<file path="config.mk">
export PLATFORM = sky130hd
export DESIGN_NAME = fcvp_top
export DESIGN_NICKNAME = d
export VERILOG_FILES = /design/src/hw/fcvp_pkg.sv /design/src/hw/fcvp_top.sv
export SDC_FILE = /design/constraint.sdc
export NUM_CORES = 2
export LEC_CHECK = 0
export BUFFER_PORTS_ARGS = -buffer_cell sky130_fd_sc_hd__buf_4
export CAP_MARGIN = 20
export CELL_PAD_IN_SITES_DETAIL_PLACEMENT = 1
export CELL_PAD_IN_SITES_GLOBAL_PLACEMENT = 2
export CORE_MARGIN = 2
export CORE_UTILIZATION = 37
export DETAILED_ROUTE_END_ITERATION = 8
export PLACE_DENSITY = 0.81
export SLEW_MARGIN = 25
export SYNTH_ARGS = -nofsm -noshare
export SYNTH_HDL_FRONTEND = slang
export SYNTH_SLANG_ARGS = --single-unit
</file>
<file path="constraint.sdc">
create_clock -name clk -period 17.2 [get_ports clk]
set_input_delay 0.86 -clock clk [delete_from_list [all_inputs] [get_ports clk]]
set_output_delay 0.86 -clock clk [all_outputs]
set_load 0.05 [all_outputs]
</file>
<file path="src/hw/fcvp_pkg.sv">
// Package of constants and register map for the four-channel voice playback block
package fcvp_pkg;
    localparam int unsigned CHANNELS      = 4;
    localparam int unsigned ROM_WORD_W    = 10;
    localparam int unsigned ROM_DEPTH     = 829440;      // 810K words
    localparam int unsigned ROM_ADDR_W    = 20;
    localparam int unsigned PERIOD_W      = 16;          // Quarter-microsecond units
    localparam int unsigned VOLF_W        = 6;
    localparam int unsigned SAMPLE_W      = 8;
    localparam int unsigned PROD_W        = 14;
    localparam int unsigned MIX_W         = 14;

    // Timing
    localparam real         CLK_MHZ       = 100.0;
    localparam real         PERIOD_STEP_NS = 250.0;      // 0.25 us resolution
    localparam int unsigned STEP_CYCLES   = int'(PERIOD_STEP_NS * CLK_MHZ / 1000.0);
    localparam real         RATE_MIN_KHZ  = 4.0;
    localparam real         RATE_MAX_KHZ  = 40.0;
    localparam logic [15:0] PERIOD_MIN    = 16'(int'(1000.0 / RATE_MAX_KHZ / 0.25));
    localparam logic [15:0] PERIOD_MAX    = 16'(int'(1000.0 / RATE_MIN_KHZ / 0.25));

    // Wave data: a word with top bits 2'b11 carries an event code in its low byte
    localparam logic [1:0]  MARK_TAG      = 2'h3;

    // Register byte offsets (each one aligned word)
    localparam logic [7:0]  OFF_VOLUME    = 8'h00;
    localparam logic [7:0]  OFF_CTRL      = 8'h04;       // Bit per channel: play enable
    localparam logic [7:0]  OFF_IRQ_STAT  = 8'h08;       // Read clears
    localparam logic [7:0]  OFF_IRQ_MASK  = 8'h0c;
    localparam logic [7:0]  OFF_MARK      = 8'h10;       // Last mark code, channel in [9:8]
    localparam logic [7:0]  OFF_CH_BASE   = 8'h40;       // Per-channel block of 0x10
    localparam logic [7:0]  CH_PERIOD     = 8'h0;
    localparam logic [7:0]  CH_START      = 8'h4;
    localparam logic [7:0]  CH_LOOP       = 8'h8;
    localparam logic [7:0]  CH_END        = 8'hc;
    localparam logic [3:0]  VOL_RESET     = 4'h7;
    localparam logic [31:0] UNMAPPED_DATA = 32'h0000_0000;
    localparam int unsigned IRQ_W         = 8;           // [3:0] ends, [7:4] marks
endpackage : fcvp_pkg

</file>
<file path="src/hw/fcvp_top.sv">
// Four-channel voice playback engine with register slave and push-pull output
//
// The implementer's own choices: register access over Avalon-MM and the placing of the registers.
`timescale 1ns/10ps
`default_nettype none
// Functional notes
// - Four channels each run their own sampling-period counter.
// - Each channel's rate is programmable between 4 kHz and 40 kHz.
// - The period is counted in steps of 0.25 us.
// - Each channel loops its segment in hardware without software help.
// - All channels fetch from one shared ROM of 10-bit words, up to 810K deep.
// - Event codes found in wave data are latched and offered to the controller.
// - Samples are scaled by a 6-bit volume factor times an 8-bit operand.
// - Two mixers combine the channels with saturation.
// - Volume bits 2:0 pick one of eight levels, rising with the code.
// - Volume bit 3 halves the output amplitude.
// - The output stage takes 8-bit values with the LSB forced to zero.
// - The output drives a positive and a negative phase pin.
// - A high reset resets the whole block, channel state included.
module fcvp_top #(
    parameter int unsigned ROM_ADDR_W = fcvp_pkg::ROM_ADDR_W
) (
    // Clock and reset
    input  wire logic                  clk,
    input  wire logic                  rst,
    // Avalon-MM slave
    input  wire logic [7:0]            avs_address,
    input  wire logic                  avs_read,
    input  wire logic                  avs_write,
    input  wire logic [31:0]           avs_writedata,
    input  wire logic [3:0]            avs_byteenable,
    output logic      [31:0]           avs_readdata,
    output logic                       avs_waitrequest,
    // Shared wave ROM, one-cycle read latency
    output logic      [ROM_ADDR_W-1:0] rom_addr,
    output logic                       rom_rd,
    input  wire logic [9:0]            rom_data,
    // Interrupt and speaker
    output logic                       irq,
    output logic      [7:0]            speaker_drive_positive,
    output logic      [7:0]            speaker_drive_negative
);
    localparam int unsigned NCH = fcvp_pkg::CHANNELS;

    // Narrower addresses cannot reach the whole ROM; widths above 24 bits are refused too, though the 32-bit readback would hold them
    if (ROM_ADDR_W < fcvp_pkg::ROM_ADDR_W || ROM_ADDR_W > 24) begin : g_bad_addr_w
        $error("fcvp_top: ROM_ADDR_W must cover 810K words");
    end
    if (NCH != 4) begin : g_bad_nch
        $error("fcvp_top: the fetch arbiter and mixers serve exactly four channels");
    end

    ////////////////////////////////////////////////////////////////////////////
    // Registers
    logic [3:0]            vol_reg, vol_next;
    logic [NCH-1:0]        en_reg, en_next;
    logic [7:0]            stat_reg, stat_next;
    logic [7:0]            mask_reg, mask_next;
    logic [9:0]            mark_reg, mark_next;
    logic [15:0]           per_reg  [NCH], per_next  [NCH];
    logic [ROM_ADDR_W-1:0] strt_reg [NCH], strt_next [NCH];
    logic [ROM_ADDR_W-1:0] lp_reg   [NCH], lp_next   [NCH];
    logic [ROM_ADDR_W-1:0] end_reg  [NCH], end_next  [NCH];
    logic [5:0]            gain_reg [NCH], gain_next [NCH];
    logic [31:0]           rdata_reg, rdata_next;
    logic                  ack_reg, ack_next;

    // Channel engine
    logic [7:0]            pre_reg  [NCH], pre_next  [NCH];
    logic [15:0]           cnt_reg  [NCH], cnt_next  [NCH];
    logic [ROM_ADDR_W-1:0] pos_reg  [NCH], pos_next  [NCH];
    logic [NCH-1:0]        pend_reg, pend_next;
    logic [7:0]            smp_reg  [NCH], smp_next  [NCH];
    logic [1:0]            fch_reg, fch_next;
    logic                  fv_reg, fv_next;
    logic [NCH-1:0]        adv;
    logic [NCH-1:0]        end_ev;
    logic                  mark_ev;
    logic [7:0]            out_p_reg, out_p_next;
    logic [7:0]            out_n_reg, out_n_next;

    logic       acc;
    logic [7:0] ch_off;
    logic [1:0] ch_sel;
    logic       ch_hit;

    assign acc    = (avs_read || avs_write) && !ack_reg;
    assign ch_off = avs_address - fcvp_pkg::OFF_CH_BASE;
    assign ch_sel = ch_off[5:4];
    assign ch_hit = avs_address >= fcvp_pkg::OFF_CH_BASE && ch_off < 8'(NCH * 16);
    // One wait cycle per access: the answer comes at the second edge
    assign avs_waitrequest = !ack_reg;
    assign avs_readdata    = rdata_reg;
    assign irq             = |(stat_reg & mask_reg);

    function automatic logic [31:0] merge(input logic [31:0] old, input logic [31:0] wd, input logic [3:0] be);
        logic [31:0] r;
        r = old;
        for (int b = 0; b < 4; b++) begin
            if (be[b]) r[8*b +: 8] = wd[8*b +: 8];
        end
        return r;
    endfunction : merge

    always_comb begin
        logic [31:0] m;
        m          = 32'h0;
        vol_next   = vol_reg;
        en_next    = en_reg;
        mask_next  = mask_reg;
        mark_next  = mark_reg;
        rdata_next = rdata_reg;
        ack_next   = acc;
        stat_next  = stat_reg;
        per_next   = per_reg;
        strt_next  = strt_reg;
        lp_next    = lp_reg;
        end_next   = end_reg;
        gain_next  = gain_reg;
        if (acc && avs_read) begin
            case (avs_address)
                fcvp_pkg::OFF_VOLUME:   rdata_next = {28'h0, vol_reg};
                fcvp_pkg::OFF_CTRL:     rdata_next = {28'h0, en_reg};
                fcvp_pkg::OFF_IRQ_STAT: rdata_next = {24'h0, stat_reg};
                fcvp_pkg::OFF_IRQ_MASK: rdata_next = {24'h0, mask_reg};
                fcvp_pkg::OFF_MARK:     rdata_next = {22'h0, mark_reg};
                default: begin
                    rdata_next = fcvp_pkg::UNMAPPED_DATA;
                    if (ch_hit) begin
                        case (ch_off[3:0])
                            fcvp_pkg::CH_PERIOD[3:0]: rdata_next = {10'h0, gain_reg[ch_sel], per_reg[ch_sel]};
                            fcvp_pkg::CH_START[3:0]:  rdata_next = 32'(strt_reg[ch_sel]);
                            fcvp_pkg::CH_LOOP[3:0]:   rdata_next = 32'(lp_reg[ch_sel]);
                            default: rdata_next = 32'(end_reg[ch_sel]);
                        endcase
                    end
                end
            endcase
            if (avs_address == fcvp_pkg::OFF_IRQ_STAT) stat_next = 8'h0;
        end
        if (acc && avs_write) begin
            case (avs_address)
                fcvp_pkg::OFF_VOLUME: begin
                    m        = merge({28'h0, vol_reg}, avs_writedata, avs_byteenable);
                    vol_next = m[3:0];
                end
                fcvp_pkg::OFF_CTRL: begin
                    m       = merge({28'h0, en_reg}, avs_writedata, avs_byteenable);
                    en_next = m[NCH-1:0];
                end
                fcvp_pkg::OFF_IRQ_MASK: begin
                    m         = merge({24'h0, mask_reg}, avs_writedata, avs_byteenable);
                    mask_next = m[7:0];
                end
                default: begin
                    if (ch_hit) begin
                        case (ch_off[3:0])
                            fcvp_pkg::CH_PERIOD[3:0]: begin
                                m = merge({10'h0, gain_reg[ch_sel], per_reg[ch_sel]}, avs_writedata, avs_byteenable);
                                // Clamp keeps the rate inside 4..40 kHz
                                if (m[15:0] < fcvp_pkg::PERIOD_MIN)      per_next[ch_sel] = fcvp_pkg::PERIOD_MIN;
                                else if (m[15:0] > fcvp_pkg::PERIOD_MAX) per_next[ch_sel] = fcvp_pkg::PERIOD_MAX;
                                else                                     per_next[ch_sel] = m[15:0];
                                gain_next[ch_sel] = m[21:16];
                            end
                            fcvp_pkg::CH_START[3:0]: begin
                                m = merge(32'(strt_reg[ch_sel]), avs_writedata, avs_byteenable);
                                strt_next[ch_sel] = m[ROM_ADDR_W-1:0];
                            end
                            fcvp_pkg::CH_LOOP[3:0]: begin
                                m = merge(32'(lp_reg[ch_sel]), avs_writedata, avs_byteenable);
                                lp_next[ch_sel] = m[ROM_ADDR_W-1:0];
                            end
                            default: begin
                                m = merge(32'(end_reg[ch_sel]), avs_writedata, avs_byteenable);
                                end_next[ch_sel] = m[ROM_ADDR_W-1:0];
                            end
                        endcase
                    end
                end
            endcase
        end
        // Events set after the read-clear so a same-cycle event survives
        stat_next = stat_next | {mark_ev ? (4'h1 << fch_reg) : 4'h0, end_ev};
        if (mark_ev) mark_next = {fch_reg, rom_data[7:0]};
    end

    ////////////////////////////////////////////////////////////////////////////
    // Sampling counters and fetch arbiter
    always_comb begin
        logic found;
        found      = 1'b0;
        pre_next   = pre_reg;
        cnt_next   = cnt_reg;
        pos_next   = pos_reg;
        pend_next  = pend_reg;
        smp_next   = smp_reg;
        fch_next   = fch_reg;
        fv_next    = 1'b0;
        adv        = '0;
        end_ev     = '0;
        mark_ev    = 1'b0;
        rom_rd     = 1'b0;
        rom_addr   = '0;
        for (int c = 0; c < NCH; c++) begin
            if (!en_reg[c]) begin
                pre_next[c] = 8'h0;
                cnt_next[c] = per_reg[c];
                pos_next[c] = strt_reg[c];
                smp_next[c] = 8'h0;
            end else if (pre_reg[c] == 8'(fcvp_pkg::STEP_CYCLES - 1)) begin
                pre_next[c] = 8'h0; // One tick every 0.25 us
                if (cnt_reg[c] <= 16'h1) begin
                    cnt_next[c] = per_reg[c]; // Reload on expiry
                    adv[c]      = 1'b1;
                end else begin
                    cnt_next[c] = cnt_reg[c] - 16'h1;
                end
            end else begin
                pre_next[c] = pre_reg[c] + 8'h1;
            end
        end
        pend_next = (pend_reg | adv) & en_reg;
        // Fetch: one channel per cycle from the shared ROM; worst-case wait is 3 cycles
        for (int c = 0; c < NCH; c++) begin
            if (pend_reg[c] && !found && !(fv_reg && fch_reg == 2'(c))) begin
                found        = 1'b1;
                rom_rd       = 1'b1;
                rom_addr     = pos_reg[c];
                fch_next     = 2'(c);
                fv_next      = 1'b1;
                pend_next[c] = adv[c] & en_reg[c];
                if (pos_reg[c] >= end_reg[c]) begin
                    pos_next[c] = lp_reg[c]; // Hardware loop wrap
                    end_ev[c]   = 1'b1;
                end else begin
                    pos_next[c] = pos_reg[c] + 1'b1;
                end
            end
        end
        if (fv_reg && en_reg[fch_reg]) begin
            if (rom_data[9:8] == fcvp_pkg::MARK_TAG) mark_ev = 1'b1; // Mark word holds previous sample
            else smp_next[fch_reg] = rom_data[9:2]; // Top 8 of the 10-bit word
        end
    end

    ////////////////////////////////////////////////////////////////////////////
    // Volume multiply, mixers, output stage
    // Mixer rails: wrapping would flip a loud peak into the opposite extreme
    localparam logic signed [13:0] MIX_HI = 14'sh1fff;
    localparam logic signed [13:0] MIX_LO = 14'sh2000;

    function automatic logic signed [13:0] sat_add(input logic signed [13:0] a, input logic signed [13:0] b);
        logic signed [14:0] s;
        s = 15'(a) + 15'(b);
        if (s > 15'(MIX_HI))      return MIX_HI;
        else if (s < 15'(MIX_LO)) return MIX_LO;
        else                     return s[13:0];
    endfunction : sat_add

    always_comb begin
        logic signed [13:0] prod [NCH];
        logic signed [13:0] mix_a, mix_b, mix;
        logic signed [13:0] lvl;
        logic [7:0]         u;
        prod  = '{default: 14'sh0};
        mix_a = 14'sh0;
        mix_b = 14'sh0;
        mix   = 14'sh0;
        lvl   = 14'sh0;
        u     = 8'h0;
        for (int c = 0; c < NCH; c++) begin
            // Signed 8-bit sample times unsigned 6-bit factor, arithmetic shift keeps 14 bits
            prod[c] = 14'((22'(signed'(smp_reg[c] ^ 8'h80)) * signed'({16'h0, gain_reg[c]})) >>> 1);
        end
        mix_a = sat_add(prod[0], prod[1]);
        mix_b = sat_add(prod[2], prod[3]);
        mix   = sat_add(mix_a, mix_b);
        // Eight levels: 3'h7 passes full, each step down attenuates
        lvl = mix >>> (3'h7 - vol_reg[2:0]);
        if (vol_reg[3]) lvl = lvl >>> 1;
        u          = lvl[13:6] ^ 8'h80;
        out_p_next = {u[7:1], 1'b0};
        out_n_next = {~u[7:1], 1'b0};
    end

    assign speaker_drive_positive = out_p_reg;
    assign speaker_drive_negative = out_n_reg;

    ////////////////////////////////////////////////////////////////////////////
    // State registers, all loaded with their reset values by the reset pin
    always_ff @(posedge clk or posedge rst) begin
        if (rst) begin
            vol_reg   <= fcvp_pkg::VOL_RESET;
            en_reg    <= '0;
            stat_reg  <= 8'h0;
            mask_reg  <= 8'h0;
            mark_reg  <= 10'h0;
            rdata_reg <= 32'h0;
            ack_reg   <= 1'b0;
            pend_reg  <= '0;
            fch_reg   <= 2'h0;
            fv_reg    <= 1'b0;
            out_p_reg <= 8'h80;
            out_n_reg <= 8'h7e;
            for (int c = 0; c < NCH; c++) begin
                per_reg[c]  <= fcvp_pkg::PERIOD_MAX;
                strt_reg[c] <= '0;
                lp_reg[c]   <= '0;
                end_reg[c]  <= '0;
                gain_reg[c] <= 6'h0;
                pre_reg[c]  <= 8'h0;
                cnt_reg[c]  <= fcvp_pkg::PERIOD_MAX;
                pos_reg[c]  <= '0;
                smp_reg[c]  <= 8'h0;
            end
        end else begin
            vol_reg   <= vol_next;
            en_reg    <= en_next;
            stat_reg  <= stat_next;
            mask_reg  <= mask_next;
            mark_reg  <= mark_next;
            rdata_reg <= rdata_next;
            ack_reg   <= ack_next;
            pend_reg  <= pend_next;
            fch_reg   <= fch_next;
            fv_reg    <= fv_next;
            out_p_reg <= out_p_next;
            out_n_reg <= out_n_next;
            per_reg   <= per_next;
            strt_reg  <= strt_next;
            lp_reg    <= lp_next;
            end_reg   <= end_next;
            gain_reg  <= gain_next;
            pre_reg   <= pre_next;
            cnt_reg   <= cnt_next;
            pos_reg   <= pos_next;
            smp_reg   <= smp_next;
        end
    end
endmodule : fcvp_top
`default_nettype wire

</file>
Yosys cells after proc, flatten, opt, wreduce, memory -nomap -nowiden
Index checks and enable logic that the tools add are counted.
- flip-flop bits (word level): 624
- bits of input ports: 58
- output and inout bits: 71
- logic and storage cells: 363
- add/sub/neg operators: 17
- multiply operators: 4
- $lt $le $gt $ge: 23
- eq/ne operators: 22
- shift-type cells: 2
- mux-type cells: 182
- bitwise operators: 24
- reductions and logical operators: 41
- operators with widths (cell ; number):
    $mux W20 ; 23
    $mux W8 ; 55
    $bwmux W80 ; 3
    $mux W16 ; 15
    $mux W64 ; 2
    $bmux W20 S2 ; 3
    $pmux W22 S5 ; 1
    $mux W14 ; 6
    $add A20 B1 Y20 const B ; 4
    $ge A20 B20 Y1 ; 4
    $pmux W22 S3 ; 1
    $bwmux W64 ; 1
    $le A16 B1 Y1 const B ; 4
    $mux W32 ; 2
    $mux W4 ; 16
    $sub A16 B1 Y16 const B ; 4
    $mul A8 B7 Y15 ; 4
    $and A52 B52 Y52 ; 1
    $not A52 Y52 ; 1
    $mux W6 ; 8
    $add A14 B14 Y15 ; 3
    $gt A15 B14 Y1 const B ; 3
    $lt A15 B14 Y1 const B ; 3
    $and A40 B40 Y40 ; 1
    other kinds (55) ; 147

Longest topological paths before layout
- word-level depth: 18
- depth in mapped cells: 37
- mapped depth without buffers: 36

Worst setup path after synthesis
Ideal clock, no wire load.
- path type: reg2reg
- start point: reg gain_reg[3] in the netlist's numbering
- end point: reg out_p_reg[2] (netlist: speaker_drive_positive[2])
- setup time: 0.125 ns
- data arrival time: 8.157 ns
- required time: 17.075 ns
- setup slack: 8.918 ns
- stages on the path, launching flop included: 37
- buffers on the path: 1
- period minus slack after synthesis: 8.282 ns
- cells stage by stage: dfrtp_1 -> and2_1 -> fa_1 -> inv_1 -> fa_1 -> inv_1 -> fa_1 -> inv_1 -> fa_1 -> inv_1 -> ha_1 -> a21boi_0 -> o21ai_0 -> a21boi_0 -> o2111ai_1 -> nand2_1 -> nor2_1 -> xnor2_1 -> ha_1 -> or3_1 -> a2111oi_2 -> nor3_1 -> a221oi_4 -> and2_2 -> buf_6 -> o21ai_0 -> ha_1 -> fa_1 -> a211o_1 -> o2111ai_1 -> a21oi_2 -> nor3_1 -> o21ai_0 -> a221oi_2 -> a41oi_1 -> mux2_2 -> mux2_2
- longest elaborated chain between the ends: 11
- elaborated cells on any way between the ends: 13
- classes of those cells: 2 x add/sub; 1 x mul; 4 x order compare; 1 x shift; 5 x mux
- RTL lines (what ; RTL line ; source):
    start: declaration ; fcvp_top.sv:64 ; logic [5:0] gain_reg [NCH], gain_next [NCH];
    start signal: assignment ; fcvp_top.sv:334 ; gain_reg <= gain_next;
    $mul A8 B7 Y15 (*) ; fcvp_top.sv:274 ; prod[c] = 14'((22'(signed'(smp_reg[c] ^ 8'h80)) * signed'({16'h0, gain_reg[c]})) >>> 1);
    $add A14 B14 Y15 (*) ; fcvp_top.sv:255 ; s = 15'(a) + 15'(b);
    $lt A15 B14 Y1 ; fcvp_top.sv:257 ; else if (s < 15'(MIX_LO)) return MIX_LO;
    $mux W14 ; fcvp_top.sv:257 ;
    $mux W14 (*) ; fcvp_top.sv:256 ; if (s > 15'(MIX_HI)) return MIX_HI;
    $add A14 B14 Y15 (*) ; fcvp_top.sv:255 ;
    $lt A15 B14 Y1 ; fcvp_top.sv:257 ;
    $mux W14 ; fcvp_top.sv:257 ;
    $mux W14 (*) ; fcvp_top.sv:256 ;
    $sshr A14 B3 Y14 (*) ; fcvp_top.sv:280 ; lvl = mix >>> (3'h7 - vol_reg[2:0]);
    $mux W13 (*) ; fcvp_top.sv:281 ; if (vol_reg[3]) lvl = lvl >>> 1;
    named net out_p_next[2] ; fcvp_top.sv:79 ; logic [7:0] out_p_reg, out_p_next;
    end signal: assignment ; fcvp_top.sv:328 ; out_p_reg <= out_p_next;
    end: declaration ; fcvp_top.sv:79 ;
Mark *: on every way through the listed nets, which the timed path passes. The rest lies on a longest branch.
A chain may end at the register's enable or synchronous reset.

Final worst setup path
- start point: reg gain_reg[21] in the netlist's numbering
- end point: reg out_p_reg[2] (netlist: speaker_drive_positive[2])
Same word-level chain as after synthesis.

==> results.rst <==
.. list-table::
   :header-rows: 1

   * - Metric
     - Value
   * - Clock tree from TritonCTS
     - done
   * - Final hold vios
     - 0
   * - Number of antenna violations at the first check in global routing
     - 10
   * - Type of the worst setup path
     - reg -> reg
   * - Switching fraction of total power
     - 34.2%
   * - Share of power burned in registers
     - 36.4%
   * - Power consumption
     - 0.00449 W
   * - TritonCTS sink count
     - 614
   * - Setup Buffers After CTS
     - 0
   * - Min cycle time layout
     - 10.02 ns
   * - Synth area leaders
     - sky130_fd_sc_hd__dfrtp_1 (32%), sky130_fd_sc_hd__ha_1 (7.6%), sky130_fd_sc_hd__fa_1 (6.6%)
   * - Number of warnings reported in the yosys synthesis log
     - 0
   * - Share of the synthesized area in the top cell type
     - 32.2%
   * - Cts bufs inserted
     - 77
   * - GPL Wtd Cong
     - 0.879
   * - Net count of the finished layout
     - 5216
   * - Number of slew-limit violations in the final report
     - 0
   * - Required arrival time at the worst endpoint
     - 17.74 ns
   * - Global route overflow
     - 0
   * - Hold crit path type
     - in -> async
   * - CP Data Arrival Time
     - 10.56 ns
   * - Htree depth
     - 3
   * - Pwr per Cell Area
     - 93.2 mW/mm^2
   * - Number of max-cap violations
     - 0
   * - Run status
     - finished clean
   * - Combined global-route utilization of all metal layers
     - 26.3%
   * - Capturing element type of the critical path
     - register
   * - Port Buffer Count
     - 105
   * - Chip Width
     - 346 microns
   * - Gates resized, CTS repair
     - 0
   * - Largest vdd supply drop
     - 0.0644 mV
   * - Setup repair after global routing missed its margin
     - false
   * - Switch Pwr
     - 0.00153 W
   * - Number of vias per cell
     - 5.77
   * - Clock Skews
     - 0.0273 ns
   * - Worst-Skew Late Latency
     - 0.67 ns
   * - Layout fillers
     - 13400
   * - Count of pins on the block boundary
     - 129
   * - Drt wl/cell
     - 25.0 microns
   * - Largest net degree at the start of global routing
     - 150
   * - Row Count
     - 125
   * - Wire length of the first global-routing pass
     - 240 mm
   * - Post-route ant nets
     - 0
   * - Maximum clock frequency
     - 99.8 MHz
   * - Finish-stage setup viols
     - 0
   * - Gate power share
     - 25.2%
   * - Post-detailed-placement half-perimeter wirelength
     - 114 mm
   * - Setup WS pre-CTS
     - 7.24 ns
   * - Detailed Routing Iterations Pass 1
     - 7
   * - Root buffer cell
     - sky130_fd_sc_hd__clkbuf_16
   * - Clock transition at the register clock pins on the worst setup and hold paths after CTS
     - 0.06 ns
   * - Commonest cells in the netlist
     - sky130_fd_sc_hd__nand2_1 (617), sky130_fd_sc_hd__dfrtp_1 (556), sky130_fd_sc_hd__o21ai_0 (483)
   * - Share of synthesized flip-flops with an asynchronous set or reset
     - 100%
   * - Number of buffers on the longest clock path
     - 3
   * - Biggest fanout along the worst timing path
     - 13
   * - Internal Pwr Total
     - 0.00296 W
   * - Number of storage elements in the synthesis netlist
     - 614
   * - Post-synthesis cell area
     - 0.0432 sq mm
   * - Non-filler instance count after layout
     - 6334
   * - EDFF count, synth
     - 0
   * - Setup TNS Final
     - 0 ns
   * - Die height
     - 346 microns
   * - Kind of launch point of the worst setup path
     - register
   * - Remaining design rule violation count
     - 0
   * - Slowest stage cell, crit path
     - sky130_fd_sc_hd__nor2_1
   * - Fraction of final layout cells with drive strength greater than 1
     - 10.9%
   * - Worst slew slack as a fraction of its limit
     - 22.5%
   * - Core footprint
     - 0.116 sq mm
   * - Total die area
     - 0.120 sq mm
   * - Buffer and inverter count on the worst path
     - 4
   * - Setup ws final
     - 7.18 ns
   * - Cell repeated most along the worst path
     - sky130_fd_sc_hd__o21ai_0
   * - Portion of the clock cycle consumed by the worst path in the final layout
     - 58.3%
   * - Cell count after synthesis
     - 4746
   * - Number of DRC markers in iteration 0
     - 2790
   * - Number of buffers inserted by hold repair at cts
     - 0
   * - Cell taking the most area after synthesis
     - sky130_fd_sc_hd__dfrtp_1
   * - Static leakage power
     - 22.7 nW
   * - Via count of the first global-routing pass
     - 37800
   * - Layout area overhead
     - 11.4%
   * - Delay of the slowest critical-path stage
     - 0.61 ns
   * - Most frequent cell after synthesis
     - sky130_fd_sc_hd__nand2_1
   * - Most common flop cell mapped by yosys
     - sky130_fd_sc_hd__dfrtp_1
   * - Placed instance count
     - 6197
   * - Clock Power Share
     - 38.3%
   * - Worst-margin pin slew
     - 1.15 ns
   * - Vias
     - 36500
   * - Syn_area_per_cell
     - 9.11 sq um
   * - Number of distinct library cells after synthesis
     - 96
   * - Utilization after layout
     - 41.5%
   * - Final wirelength
     - 158 mm
   * - Number of antenna cells inserted
     - 0
   * - Crit path max-delay family
     - compound AO/OA/AOI/OAI gates
   * - Part of the Yosys area used for sequential elements
     - 35.7%
   * - Initial core utilization
     - 37.3%
-- worst min-delay path: stages --
cell and delay (ns):
sky130_fd_sc_hd__buf_4 0.12, sky130_fd_sc_hd__clkinvlp_4 0.05, sky130_fd_sc_hd__buf_6 0.51
-- metrics by stage --
step           hold WS (ns)  cell area, sq um
5_1_grt               0.436             48200
3_3_place_gp          0.452             45500
3_5_place_dp          0.462             45500
2_1_floorplan         0.424             43300
4_1_cts               0.403             48100
6_report              0.392             48200
-- cell families after synthesis --
family	share of synthesized area, %
other	0.00867
AND/OR/NAND/NOR	17.1
AO/OA/AOI/OAI	16.3
flip-flops	35.7
buffers and inverters	5.90
multiplexers	7.90
adder cells (fa/ha/maj)	14.2
XOR/XNOR	2.88
-- routing by layer --
layer / share of wire, % / GRT usage, % / up-vias
li1: - / - / 16500
met1: 44 / 35.8 / 18700
met2: 46 / 42.3 / 1043
met3: 6.0 / 3.99 / 300
met4: 3.8 / 9.77 / 6
met5: 0.025 / 0 / -
-- final cells by class --
type / count / area, sq um / share of cell area [%]
Tap cell: 1524 / 1910 / 3.96
Sequential cell: 614 / 15400 / 32.1
Clock inverter: 27 / 432 / 0.896
Timing Repair Buffer: 157 / 1220 / 2.54
Clock buffer: 109 / 2210 / 4.58
Inverter: 414 / 1560 / 3.23
Multi-Input combinational cell: 3489 / 25400 / 52.7
-- power groups by stage --
stage                     Sequential, W  Combinational [W]  Clock [W]
after global routing            0.00164            0.00124    0.00180
after global placement          0.00165            0.00110          0
final                           0.00164            0.00113    0.00172
after floorplan                 0.00169           0.000723          0
after detailed placement        0.00166            0.00112          0
after CTS                       0.00163            0.00113    0.00174
-- layout by cell type (no fill, tap or decap), types with 22 or more instances in the layout --
cell,count
sky130_fd_sc_hd__nor2b_1,80
sky130_fd_sc_hd__and2_1,186
sky130_fd_sc_hd__a21oi_1,264
sky130_fd_sc_hd__nand2_1,615
sky130_fd_sc_hd__xor2_1,66
sky130_fd_sc_hd__a22oi_1,23
sky130_fd_sc_hd__inv_1,412
sky130_fd_sc_hd__mux2_2,38
sky130_fd_sc_hd__a31oi_1,22
sky130_fd_sc_hd__dfstp_2,58
sky130_fd_sc_hd__nor3_1,63
sky130_fd_sc_hd__mux2i_1,112
sky130_fd_sc_hd__a211oi_1,58
sky130_fd_sc_hd__xnor2_1,76
sky130_fd_sc_hd__a222oi_1,24
sky130_fd_sc_hd__and3_1,57
sky130_fd_sc_hd__nor4_1,25
sky130_fd_sc_hd__clkbuf_16,77
sky130_fd_sc_hd__mux4_2,83
sky130_fd_sc_hd__o31ai_1,25
sky130_fd_sc_hd__nand2b_1,46
sky130_fd_sc_hd__buf_4,152
sky130_fd_sc_hd__ha_1,262
sky130_fd_sc_hd__nand3_1,99
sky130_fd_sc_hd__o21ai_0,482
sky130_fd_sc_hd__dfrtp_1,553
sky130_fd_sc_hd__fa_1,143
sky130_fd_sc_hd__a21o_1,41
sky130_fd_sc_hd__nor2_1,275
sky130_fd_sc_hd__o22ai_1,24
-- path summary, 6_finish.rpt --
check / from / end / slack, ns / cells after the start
setup / recovery: gain_reg[21] / speaker_drive_positive[2] / 7.18 / 32
hold / removal: rst / pre_reg[12] / 0.39 / 3
setup reg to reg: gain_reg[21] / speaker_drive_positive[2] / 7.18 / 32
hold reg to reg: ack_reg / ack_reg / 0.47 / 1
max in group asynchronous: rst / end_reg[77] / 13.76 / 6
min in group clk: rom_data[3] / smp_reg[9] / 0.43 / 3
Power figures use the tool's default switching activity.
